**config.mk**
```make
export PLATFORM = sky130hd
export DESIGN_NAME = eip_top
export DESIGN_NICKNAME = d
export VERILOG_FILES = /design/src/hw/eip_pkg.sv /design/src/hw/eip_top.sv /design/src/hw/eip_pin_sync.sv
export VERILOG_INCLUDE_DIRS = /design/src /design/src/hw
export SDC_FILE = /design/constraint.sdc
export NUM_CORES = 1
export LEC_CHECK = 0
export ABC_AREA = 1
export BUFFER_PORTS_ARGS = -buffer_cell sky130_fd_sc_hd__buf_2
export CORE_UTILIZATION = 40
export DETAILED_ROUTE_END_ITERATION = 6
export PLACE_DENSITY = 0.61
export SYNTH_ARGS = -nofsm -noshare
export SYNTH_HDL_FRONTEND = slang
export SYNTH_SLANG_ARGS = --single-unit
```
**constraint.sdc**
```tcl
create_clock -name clock_i -period 2.3 [get_ports clock_i]
set_clock_uncertainty 0.2 [all_clocks]
set_input_delay 0.23 -clock clock_i [delete_from_list [all_inputs] [get_ports clock_i]]
set_output_delay 0.23 -clock clock_i [all_outputs]
set_load 0.1 [all_outputs]
```
**src/hw/eip_consts.svh**
```systemverilog
// Offsets, field positions and reset values of the edge interrupt port
`ifndef EIP_CONSTS_SVH
`define EIP_CONSTS_SVH

`define EIP_ADDR_W 8
`define EIP_OFF_IRQ_EN 8'h00
`define EIP_OFF_OUT_DATA 8'h04
`define EIP_OFF_PIN_LEVEL 8'h08
`define EIP_OFF_EDGE_FLAGS 8'h0C
`define EIP_OFF_SENS_SEL 8'h10
`define EIP_OFF_DIR_SEL 8'h14

`define EIP_PIN_LSB 1
`define EIP_SENS_LSB 2
`define EIP_SENS_W 2
`define EIP_MAX_PINS 14

`define EIP_IRQ_EN_RST 1'b0
`define EIP_OUT_DATA_RST 1'b1
`define EIP_FLAG_RST 1'b0
`define EIP_SENS_RST 1'b0
`define EIP_OE_N_RST 1'b1
`define EIP_SYNC_RST 1'b1

`endif

```
**src/hw/eip_pkg.sv**
```systemverilog
// Types shared by the edge interrupt port modules
package eip_pkg;

  typedef enum logic [1:0] {
    EIP_SENS_LEVEL = 2'h0,
    EIP_SENS_FALL = 2'h1,
    EIP_SENS_BOTH = 2'h2,
    EIP_SENS_BOTH_ALT = 2'h3
  } eip_sens_t;

  typedef struct packed {
    logic level;
    logic rise;
    logic fall;
  } eip_pin_evt_t;

endpackage

```
**src/hw/eip_top.sv**
```systemverilog
// Edge interrupt port: enables, output latch, pin view and edge flags on APB
`timescale 1ns/1ps
`include "eip_consts.svh"

module eip_top #(
  parameter int N_PINS = 7
) (
  input wire logic clock_i,
  input wire logic rst_n_i,
  input wire logic psel_i,
  input wire logic penable_i,
  input wire logic pwrite_i,
  input wire logic [`EIP_ADDR_W-1:0] paddr_i,
  input wire logic [31:0] pwdata_i,
  output logic [31:0] prdata_o,
  output logic pready_o,
  output logic pslverr_o,
  input wire logic [N_PINS:1] pin_i,
  output logic [N_PINS:1] pin_o,
  output logic [N_PINS:1] pin_oe_n_o,
  output logic [N_PINS:1] irq_o
);

  if (N_PINS < 1 || N_PINS > `EIP_MAX_PINS) begin : g_bad_width
    $error("eip_top: N_PINS out of range");
  end

  localparam int SENS_W = `EIP_SENS_W * N_PINS;

  logic [N_PINS:1] en_q;
  logic [N_PINS:1] en_d;
  logic [N_PINS:1] data_q;
  logic [N_PINS:1] flag_q;
  logic [N_PINS:1] flag_d;
  logic [SENS_W-1:0] sens_q;
  logic [N_PINS:1] oe_n_q;
  logic [N_PINS:1] irq_q;
  logic [31:0] prdata_q;
  logic pready_q;
  logic pslverr_q;
  logic [N_PINS:1] edge_hit;
  logic [N_PINS:1] lvl_mode;
  logic [N_PINS:1] lvl_req;
  logic [N_PINS:1] pin_level;
  logic [N_PINS:1] flag_clr;
  eip_pkg::eip_pin_evt_t [N_PINS-1:0] evt;
  logic setup;
  logic wr_acc;
  logic addr_hit;
  logic [31:0] rd_word;

  // Three-stage synchroniser and edge detect, regardless of direction
  eip_pin_sync #(
    .N_PINS(N_PINS)
  ) u_sync (
    .clock_i(clock_i),
    .rst_n_i(rst_n_i),
    .pin_i(pin_i),
    .evt_o(evt)
  );

  // Per pin mode decode, edge qualification and level request
  for (genvar g = 1; g <= N_PINS; g++) begin : g_pin
    eip_pkg::eip_sens_t mode;
    logic hit;
    assign mode = eip_pkg::eip_sens_t'(sens_q[`EIP_SENS_W*(g-1) +: `EIP_SENS_W]);
    assign pin_level[g] = evt[g-1].level;
    assign lvl_mode[g] = (mode == eip_pkg::EIP_SENS_LEVEL);
    // Level pins are inverted and never latched
    assign lvl_req[g] = lvl_mode[g] & ~evt[g-1].level;
    always_comb begin
      unique case (mode)
        eip_pkg::EIP_SENS_LEVEL: hit = 1'b0;
        eip_pkg::EIP_SENS_FALL: hit = evt[g-1].fall;
        eip_pkg::EIP_SENS_BOTH, eip_pkg::EIP_SENS_BOTH_ALT: hit = evt[g-1].fall | evt[g-1].rise;
      endcase
    end
    // One driver per bit keeps the vector out of several processes
    assign edge_hit[g] = hit;
  end

  // APB decode: one setup cycle then a single access cycle
  assign setup = psel_i & ~penable_i;
  assign wr_acc = psel_i & penable_i & pready_q & pwrite_i;

  always_comb begin
    addr_hit = 1'b1;
    rd_word = 32'h0000_0000;
    unique case (paddr_i)
      `EIP_OFF_IRQ_EN: rd_word[N_PINS:`EIP_PIN_LSB] = en_q;
      `EIP_OFF_OUT_DATA: rd_word[N_PINS:`EIP_PIN_LSB] = data_q;
      `EIP_OFF_PIN_LEVEL: rd_word[N_PINS:`EIP_PIN_LSB] = pin_level;
      `EIP_OFF_EDGE_FLAGS: rd_word[N_PINS:`EIP_PIN_LSB] = flag_q;
      `EIP_OFF_SENS_SEL: rd_word[`EIP_SENS_LSB +: SENS_W] = sens_q;
      `EIP_OFF_DIR_SEL: rd_word[N_PINS:`EIP_PIN_LSB] = ~oe_n_q;
      default: addr_hit = 1'b0;
    endcase
  end

  // Zero wait states; read data captured in the setup cycle
  always_ff @(posedge clock_i or negedge rst_n_i) begin
    if (!rst_n_i) begin
      pready_q <= 1'b0;
      pslverr_q <= 1'b0;
      prdata_q <= 32'h0000_0000;
    end else begin
      pready_q <= setup;
      pslverr_q <= setup & ~addr_hit;
      prdata_q <= (setup & ~pwrite_i) ? rd_word : 32'h0000_0000;
    end
  end

  // Bit zero is reserved, so it is never stored
  always_comb begin
    en_d = en_q;
    if (wr_acc && paddr_i == `EIP_OFF_IRQ_EN) begin
      en_d = pwdata_i[N_PINS:`EIP_PIN_LSB];
    end
  end

  always_ff @(posedge clock_i or negedge rst_n_i) begin
    if (!rst_n_i) begin
      en_q <= {N_PINS{`EIP_IRQ_EN_RST}};
    end else begin
      en_q <= en_d;
    end
  end

  always_ff @(posedge clock_i or negedge rst_n_i) begin
    if (!rst_n_i) begin
      data_q <= {N_PINS{`EIP_OUT_DATA_RST}};
    end else if (wr_acc && paddr_i == `EIP_OFF_OUT_DATA) begin
      data_q <= pwdata_i[N_PINS:`EIP_PIN_LSB];
    end
  end

  always_ff @(posedge clock_i or negedge rst_n_i) begin
    if (!rst_n_i) begin
      sens_q <= {SENS_W{`EIP_SENS_RST}};
    end else if (wr_acc && paddr_i == `EIP_OFF_SENS_SEL) begin
      sens_q <= pwdata_i[`EIP_SENS_LSB +: SENS_W];
    end
  end

  // Kept inverted so the enable pin comes straight from a flop
  always_ff @(posedge clock_i or negedge rst_n_i) begin
    if (!rst_n_i) begin
      oe_n_q <= {N_PINS{`EIP_OE_N_RST}};
    end else if (wr_acc && paddr_i == `EIP_OFF_DIR_SEL) begin
      oe_n_q <= ~pwdata_i[N_PINS:`EIP_PIN_LSB];
    end
  end

  // Write-one-to-clear; a new edge in the same cycle wins
  assign flag_clr = (wr_acc && paddr_i == `EIP_OFF_EDGE_FLAGS) ? pwdata_i[N_PINS:`EIP_PIN_LSB] : '0;
  assign flag_d = edge_hit | (flag_q & ~flag_clr);

  always_ff @(posedge clock_i or negedge rst_n_i) begin
    if (!rst_n_i) begin
      flag_q <= {N_PINS{`EIP_FLAG_RST}};
    end else begin
      flag_q <= flag_d;
    end
  end

  // Built from next-state values so enable changes act on the same edge
  always_ff @(posedge clock_i or negedge rst_n_i) begin
    if (!rst_n_i) begin
      irq_q <= '0;
    end else begin
      irq_q <= en_d & (flag_d | lvl_req);
    end
  end

  // Pin view has no storage of its own; it shows the synchroniser's filtered level, held while the last two stages disagree
  assign prdata_o = prdata_q;
  assign pready_o = pready_q;
  assign pslverr_o = pslverr_q;
  assign pin_o = data_q;
  assign pin_oe_n_o = oe_n_q;
  assign irq_o = irq_q;
endmodule // eip_top

```
**src/hw/eip_pin_sync.sv**
```systemverilog
// Pin synchroniser with filtered level and edge pulses
`timescale 1ns/1ps
`include "eip_consts.svh"

module eip_pin_sync #(
  parameter int N_PINS = 7
) (
  input wire logic clock_i,
  input wire logic rst_n_i,
  input wire logic [N_PINS-1:0] pin_i,
  output eip_pkg::eip_pin_evt_t [N_PINS-1:0] evt_o
);

  for (genvar g = 0; g < N_PINS; g++) begin : g_pin
    logic s1_q;
    logic s2_q;
    logic s3_q;
    logic filt_q;
    logic rise_q;
    logic fall_q;
    logic agree;

    // Idle high so a released reset does not look like a request
    always_ff @(posedge clock_i or negedge rst_n_i) begin
      if (!rst_n_i) begin
        s1_q <= `EIP_SYNC_RST;
        s2_q <= `EIP_SYNC_RST;
        s3_q <= `EIP_SYNC_RST;
      end else begin
        s1_q <= pin_i[g];
        s2_q <= s1_q;
        s3_q <= s2_q;
      end
    end

    assign agree = (s2_q == s3_q);

    // Edge seen only once the last two stages agree
    always_ff @(posedge clock_i or negedge rst_n_i) begin
      if (!rst_n_i) begin
        filt_q <= `EIP_SYNC_RST;
        rise_q <= 1'b0;
        fall_q <= 1'b0;
      end else begin
        rise_q <= agree & s3_q & ~filt_q;
        fall_q <= agree & ~s3_q & filt_q;
        if (agree) begin
          filt_q <= s3_q;
        end
      end
    end

    assign evt_o[g].level = filt_q;
    assign evt_o[g].rise = rise_q;
    assign evt_o[g].fall = fall_q;
  end

endmodule // eip_pin_sync

```
==> impl_metrics.toml, run 1 <==
[layout]
fin_nets = 691
fin_util = 0.507
layout.cells.non_filler = 773
most-common-layout-cells = "nand2_1 (113), inv_1 (77), buf_2 (71), dfrtp_1 (66), nand3_1 (50)"
layout-drive-gt1-share = 0.270
fin_area_mm2 = 0.00586
antenna_cells = 0
area_delta_synth_final_pct = 21.9
layout_commonest_cell = "nand2_1"

[yosys]
ys_types = 28
synth.cell_area_mm2 = 0.00481
avgSynthCellArea_um2 = 9.35
seq_area_frac_synth = 0.573
synth_seq_cells = 108
yosysWarnings = 0
synthCells = 514

[sta]
maxSlewViolCount = 0
fin_setup_tns_ps = 0
fin_ws_ps = 315
min_period_ps = 1980
fmax_ghz = 0.504
hold_violations = 0
rsz0062_at_grt = "false"
worst_pin_slew_ps = 714
period_share = 0.863
relSlewSlack = 0.523
setup_viol = 0

[floorplanning]
rows = 39
coreArea_mm2 = 0.0116
start_util = 0.416
die_width_um = 112
io_pins = 107
die_area_mm2 = 0.0125
die_h_um = 112

[critical_path]
worstSetupStartpointType = "primary input"
cpMaxStageDelayCell = "dlygate4sd3_1"
cp_num_buf_inv = 2
cp_top_family = "simple AND/OR/NAND/NOR gates"
setup.worst_path.end_class = "flop"
cp_max_fo = 22
path_depth = 7
worstPathCellList = "dlygate4sd3_1 > buf_2 > nand3_2 > nor2_4 > nand2_4 > nor2_1 > a21oi_2"
cp.required_ps = 2330
cp.arrival_ps = 2010
crit_type = "primary input to flop"
critPathMaxStageDelay_ps = 530
reg2regPathDepth = 5

[global_route]
grt_usage = 0.183
gr-total-overflow = 0
antenna_found_initial = 0
grt_pass1_vias = 3531
grt_max_degree = 43
grt_pass1_wl_um = 17500

[min_path]
hold_path_depth = 5
min_path_type = "primary input to flop"

[pwr]
ir_drop_mv = 0.439
powerDensity_mw_per_mm2 = 677
power_leakage_nw = 3.11

[drt]
met1_length_um = 4730
drtIter0Drc = 182
post-route-drc-count = 8
viasPerCell = 4.71
dr_wl_met2_um = 5060
top_layer = "met4"
wl_um = 10500
wl_per_cell_um = 13.6
wl_met3_um = 532
drtPass1Iterations = 7
ant_nets = 0
via_count = 3638

[placement]
hpwl_um = 7330
dp.cells = 732
dpl_cell_area_mm2 = 0.00532
port_buffers = 72
gp_congestion = 0.797
preCtsSetupSlack_ps = 481

[clock_network]
clockBufferDepth = 2
cts_tree = "yes"
postCtsSetupBuffers = 0
path_clk_slew_ps = 70
cts_resized = 0
cts.sink_count = 108
h-tree-depth = 3
cts_root_buffer = "clkbuf_16"
clkLatencyLatePin_ps = 350
cts_buffers = 9

[outcome]
status = "complete, but fails checks"
violations = "design-rule violations"

[run]
maxCapViolCount = 0
==> power by group <==
part / switching (mW) / leakage, nW / internal (mW)
combinational: 0.295 / 1.66 / 0.101
sequential: 0.0434 / 1.30 / 1.99
clock: 0.673 / 0.145 / 0.869
total: 1.01 / 3.11 / 2.96
==> Yosys cell counts, drive strengths merged <==
library cell / n / area share
a21oi: 21 / 0.023
nand2: 117 / 0.095
and2: 1 / 0.0013
dfstp: 42 / 0.23
o21ai: 28 / 0.036
buf: 27 / 0.044
ha: 14 / 0.036
clkbuf: 1 / 0.00078
nand3: 52 / 0.056
inv: 79 / 0.062
nand3b: 4 / 0.0062
conb: 1 / 0.00078
nor3: 5 / 0.0099
nor2: 50 / 0.045
dfrtp: 66 / 0.34
nor3b: 6 / 0.0094
==> worst min-delay path, stage by stage <==
cell and delay (ps):
buf_2 110, inv_1 50, nor2_1 60, nand2_1 80, nor3_1 50
==> metrics by stage <==
stage,power (mW),hold slack [ps]
floorplan,2.33,-266
global placement,2.42,27.4
detailed placement,2.43,36.5
CTS,4.00,51.7
global route,4.14,85.0
finish,3.97,78.9
==> path summary, 6_finish.rpt <==
path	startpoint	slack (ps)	endpoint
max	penable_i	320	sens_q[12]$_DFFE_PN0P_
min	psel_i	80	pslverr_o$_DFF_PN0_
max reg2reg	pready_o$_DFF_PN0_	480	sens_q[12]$_DFFE_PN0P_
min reg2reg	u_sync.g_pin[3].s1_q$_DFF_PN1_	160	u_sync.g_pin[3].s2_q$_DFF_PN1_
max in group asynchronous	rst_n_i	1020	u_sync.g_pin[3].s2_q$_DFF_PN1_
min in group asynchronous	rst_n_i	190	irq_o[6]$_DFF_PN0_
==> per-layer routing <==
metal,vias up,global-route usage
li1,1784,-
met2,106,0.305
met5,-,0
met4,0,0.0775
met1,1734,0.238
met3,14,0.0267
==> cell type report <==
class | instances | area [µm²]
clock buffers | 11 | 243
flip-flops and latches | 108 | 2760
repair buffers | 112 | 738
multi-input cells | 315 | 1600
well taps | 143 | 179
inverters | 79 | 297
fillers | 1079 | 5700
clock inverters | 5 | 52.6
==> registers in the layout, indices dropped and copies added (netlist names) <==
signal / count
u_sync.g_pin.rise_q: 7
pin_o: 7
u_sync.g_pin.s3_q: 7
u_sync.g_pin.s2_q: 7
pin_oe_n_o: 7
u_sync.g_pin.fall_q: 7
en_q: 7
prdata_o: 15
pslverr_o: 1
u_sync.g_pin.s1_q: 7
irq_o: 7
flag_q: 7
sens_q: 14
u_sync.g_pin.filt_q: 7
pready_o: 1
==> kinds of logic (layout without fill, tap and decap cells) <==
logic type	count (synthesis)	in the layout	synth area share
flops	108	108	0.573
simple gates	235	235	0.223
compound gates	49	49	0.0596
other cells	1	17	0.000780
buf+inv	107	207	0.107
fa+ha+maj	14	14	0.0364
==> repair_timing <==
action,4_1_cts,5_1_grt
setup endpoints to repair,0,0
hold buffers,25,0
hold endpoints to repair,45,0
(Power assumes the default switching activity.)
==> run 2, diff against run 1 <==
--- a/config.mk
+++ b/config.mk
@@ -11,6 +11,7 @@
 export CORE_UTILIZATION = 40
 export DETAILED_ROUTE_END_ITERATION = 6
 export PLACE_DENSITY = 0.61
+export REMOVE_ABC_BUFFERS = 1
 export SYNTH_ARGS = -nofsm -noshare
 export SYNTH_HDL_FRONTEND = slang
 export SYNTH_SLANG_ARGS = --single-unit
==> run 2 against run 1 <==
The run still ends with design-rule violations left. Critical path depth shrank 2. Final cell count shrank 0.13%. Sequential share of layout area shrank 0.19 points. Hold slack lost 26 ps. Critical path type unchanged. Largest power group unchanged.
==> impl_metrics.toml, run 2 (synthesis results as in run 1) <==
[layout]
antenna_cells = 0
layout-drive-gt1-share = 0.270
layout.cells.non_filler = 772
layout_commonest_cell = "nand2_1"
area_delta_synth_final_pct = 22.4
most-common-layout-cells = "nand2_1 (113), inv_1 (77), buf_2 (71), dfrtp_1 (66), nand3_1 (50)"
fin_util = 0.509
fin_nets = 690
largest_reg_flops = 15
fin_area_mm2 = 0.00589

[sta]
fin_setup_tns_ps = 0
worst_pin_slew_ps = 706
relSlewSlack = 0.528
hold_violations = 0
rsz0062_at_grt = "false"
whs_ps = 52.4
fin_ws_ps = 373
period_share = 0.838
min_period_ps = 1930
setup_viol = 0
fmax_ghz = 0.519
maxSlewViolCount = 0

[placement]
gp_congestion = 0.818
port_buffers = 72
preCtsSetupSlack_ps = 480
dpl_cell_area_mm2 = 0.00531
hpwl_um = 7460
dp.cells = 731

[min_path]
hold_path_end = "pslverr_o$_DFF_PN0_"
hold_path_depth = 5
hold_start = "psel_i"
min_path_type = "primary input to flop"

[critical_path]
worstSetupStartpointType = "primary input"
setup.worst_path.end_class = "flop"
cp_max_fo = 15
worst-r2r-setup-slack_ps = 550
r2r-start = "pready_o$_DFF_PN0_"
crit_type = "primary input to flop"
reg2regPathDepth = 8
rr_endpoint = "irq_o[2]$_DFF_PN0_"
cp.required_ps = 2340
cp.arrival_ps = 1960

[global_route]
grt_pass1_vias = 3636
antenna_found_initial = 0
grt_usage = 0.187
grt_max_degree = 54
grt_pass1_wl_um = 17800
gr-total-overflow = 0
grt_util_met2 = 0.317
met1_usage = 0.230
grt.busiest_layer = "met2"
grtUsageMet3 = 0.0506

[clock_network]
cts.sink_count = 108
cts_root_buffer = "clkbuf_16"
cts_resized = 0
path_clk_slew_ps = 70
cts_tree = "yes"
clockBufferDepth = 2
cts_buffers = 9
h-tree-depth = 3
clkLatencyLatePin_ps = 350

[pwr]
power_leakage_nw = 3.11
finalPower_mw = 4.10
ir_drop_mv = 0.383
powerDensity_mw_per_mm2 = 696

[drt]
ant_nets = 0
wl_um = 10600
viasPerCell = 4.68
post-route-drc-count = 8
wl_per_cell_um = 13.7
via_count = 3612
drtPass1Iterations = 6
drtIter0Drc = 169

[floorplanning]
io_pins = 107
rows = 39
die_width_um = 112
start_util = 0.416
die_h_um = 112
die_area_mm2 = 0.0125
coreArea_mm2 = 0.0116

[outcome]
violations = "design-rule violations"
status = "complete, but fails checks"

[run]
maxCapViolCount = 0
[run 2: how the worst max path moves through the flow]
stage	startpoint	to	slack (ps)	cells past startpoint
after floorplan	pready_o$_DFF_PN0_	pin_oe_n_o[1]$_DFFE_PN1P_	60	4
after global placement	paddr_i[7]	irq_o[6]$_DFF_PN0_	490	9
after detailed placement	paddr_i[7]	irq_o[7]$_DFF_PN0_	480	8
after CTS	penable_i	prdata_o[10]$_DFF_PN0_	400	5
after global routing	penable_i	prdata_o[10]$_DFF_PN0_	240	5
final	penable_i	prdata_o[4]$_DFF_PN0_	370	5
[run 2: layout make-up]
type                            count  area, µm²
Fill cell                        1084       5680
Clock inverter                      6       87.6
Tap cell                          143        179
Timing Repair Buffer              111        731
Multi-Input combinational cell    315       1600
Clock buffer                       10        239
Inverter                           79        297
Sequential cell                   108       2760
[run 2: timing repair]
action / 4_1_cts / 5_1_grt
hold endpoints to repair: 61 / 0
hold buffers: 25 / 0
buffers inserted: 0 / 0
[run 2: critical path: stages]
cell           delay (ps)
dlygate4sd3_1         530
buf_2                 130
nor2_1                220
nand2_1               480
a21oi_1               380
[run 2: report_power, final]
group          total (mW)  leakage (nW)  internal [mW]  switching, mW
registers            2.03          1.30           1.99         0.0440
clock network        1.67         0.151          0.982          0.685
logic               0.397          1.65         0.0999          0.297
[run 2: layer usage]
| layer | wire (µm) | up-vias |
|---|---|---|
| met5 | 0 | - |
| met4 | 131 | 0 |
| met3 | 702 | 12 |
| met2 | 5260 | 103 |
| met1 | 4480 | 1716 |
| li1 | - | 1781 |
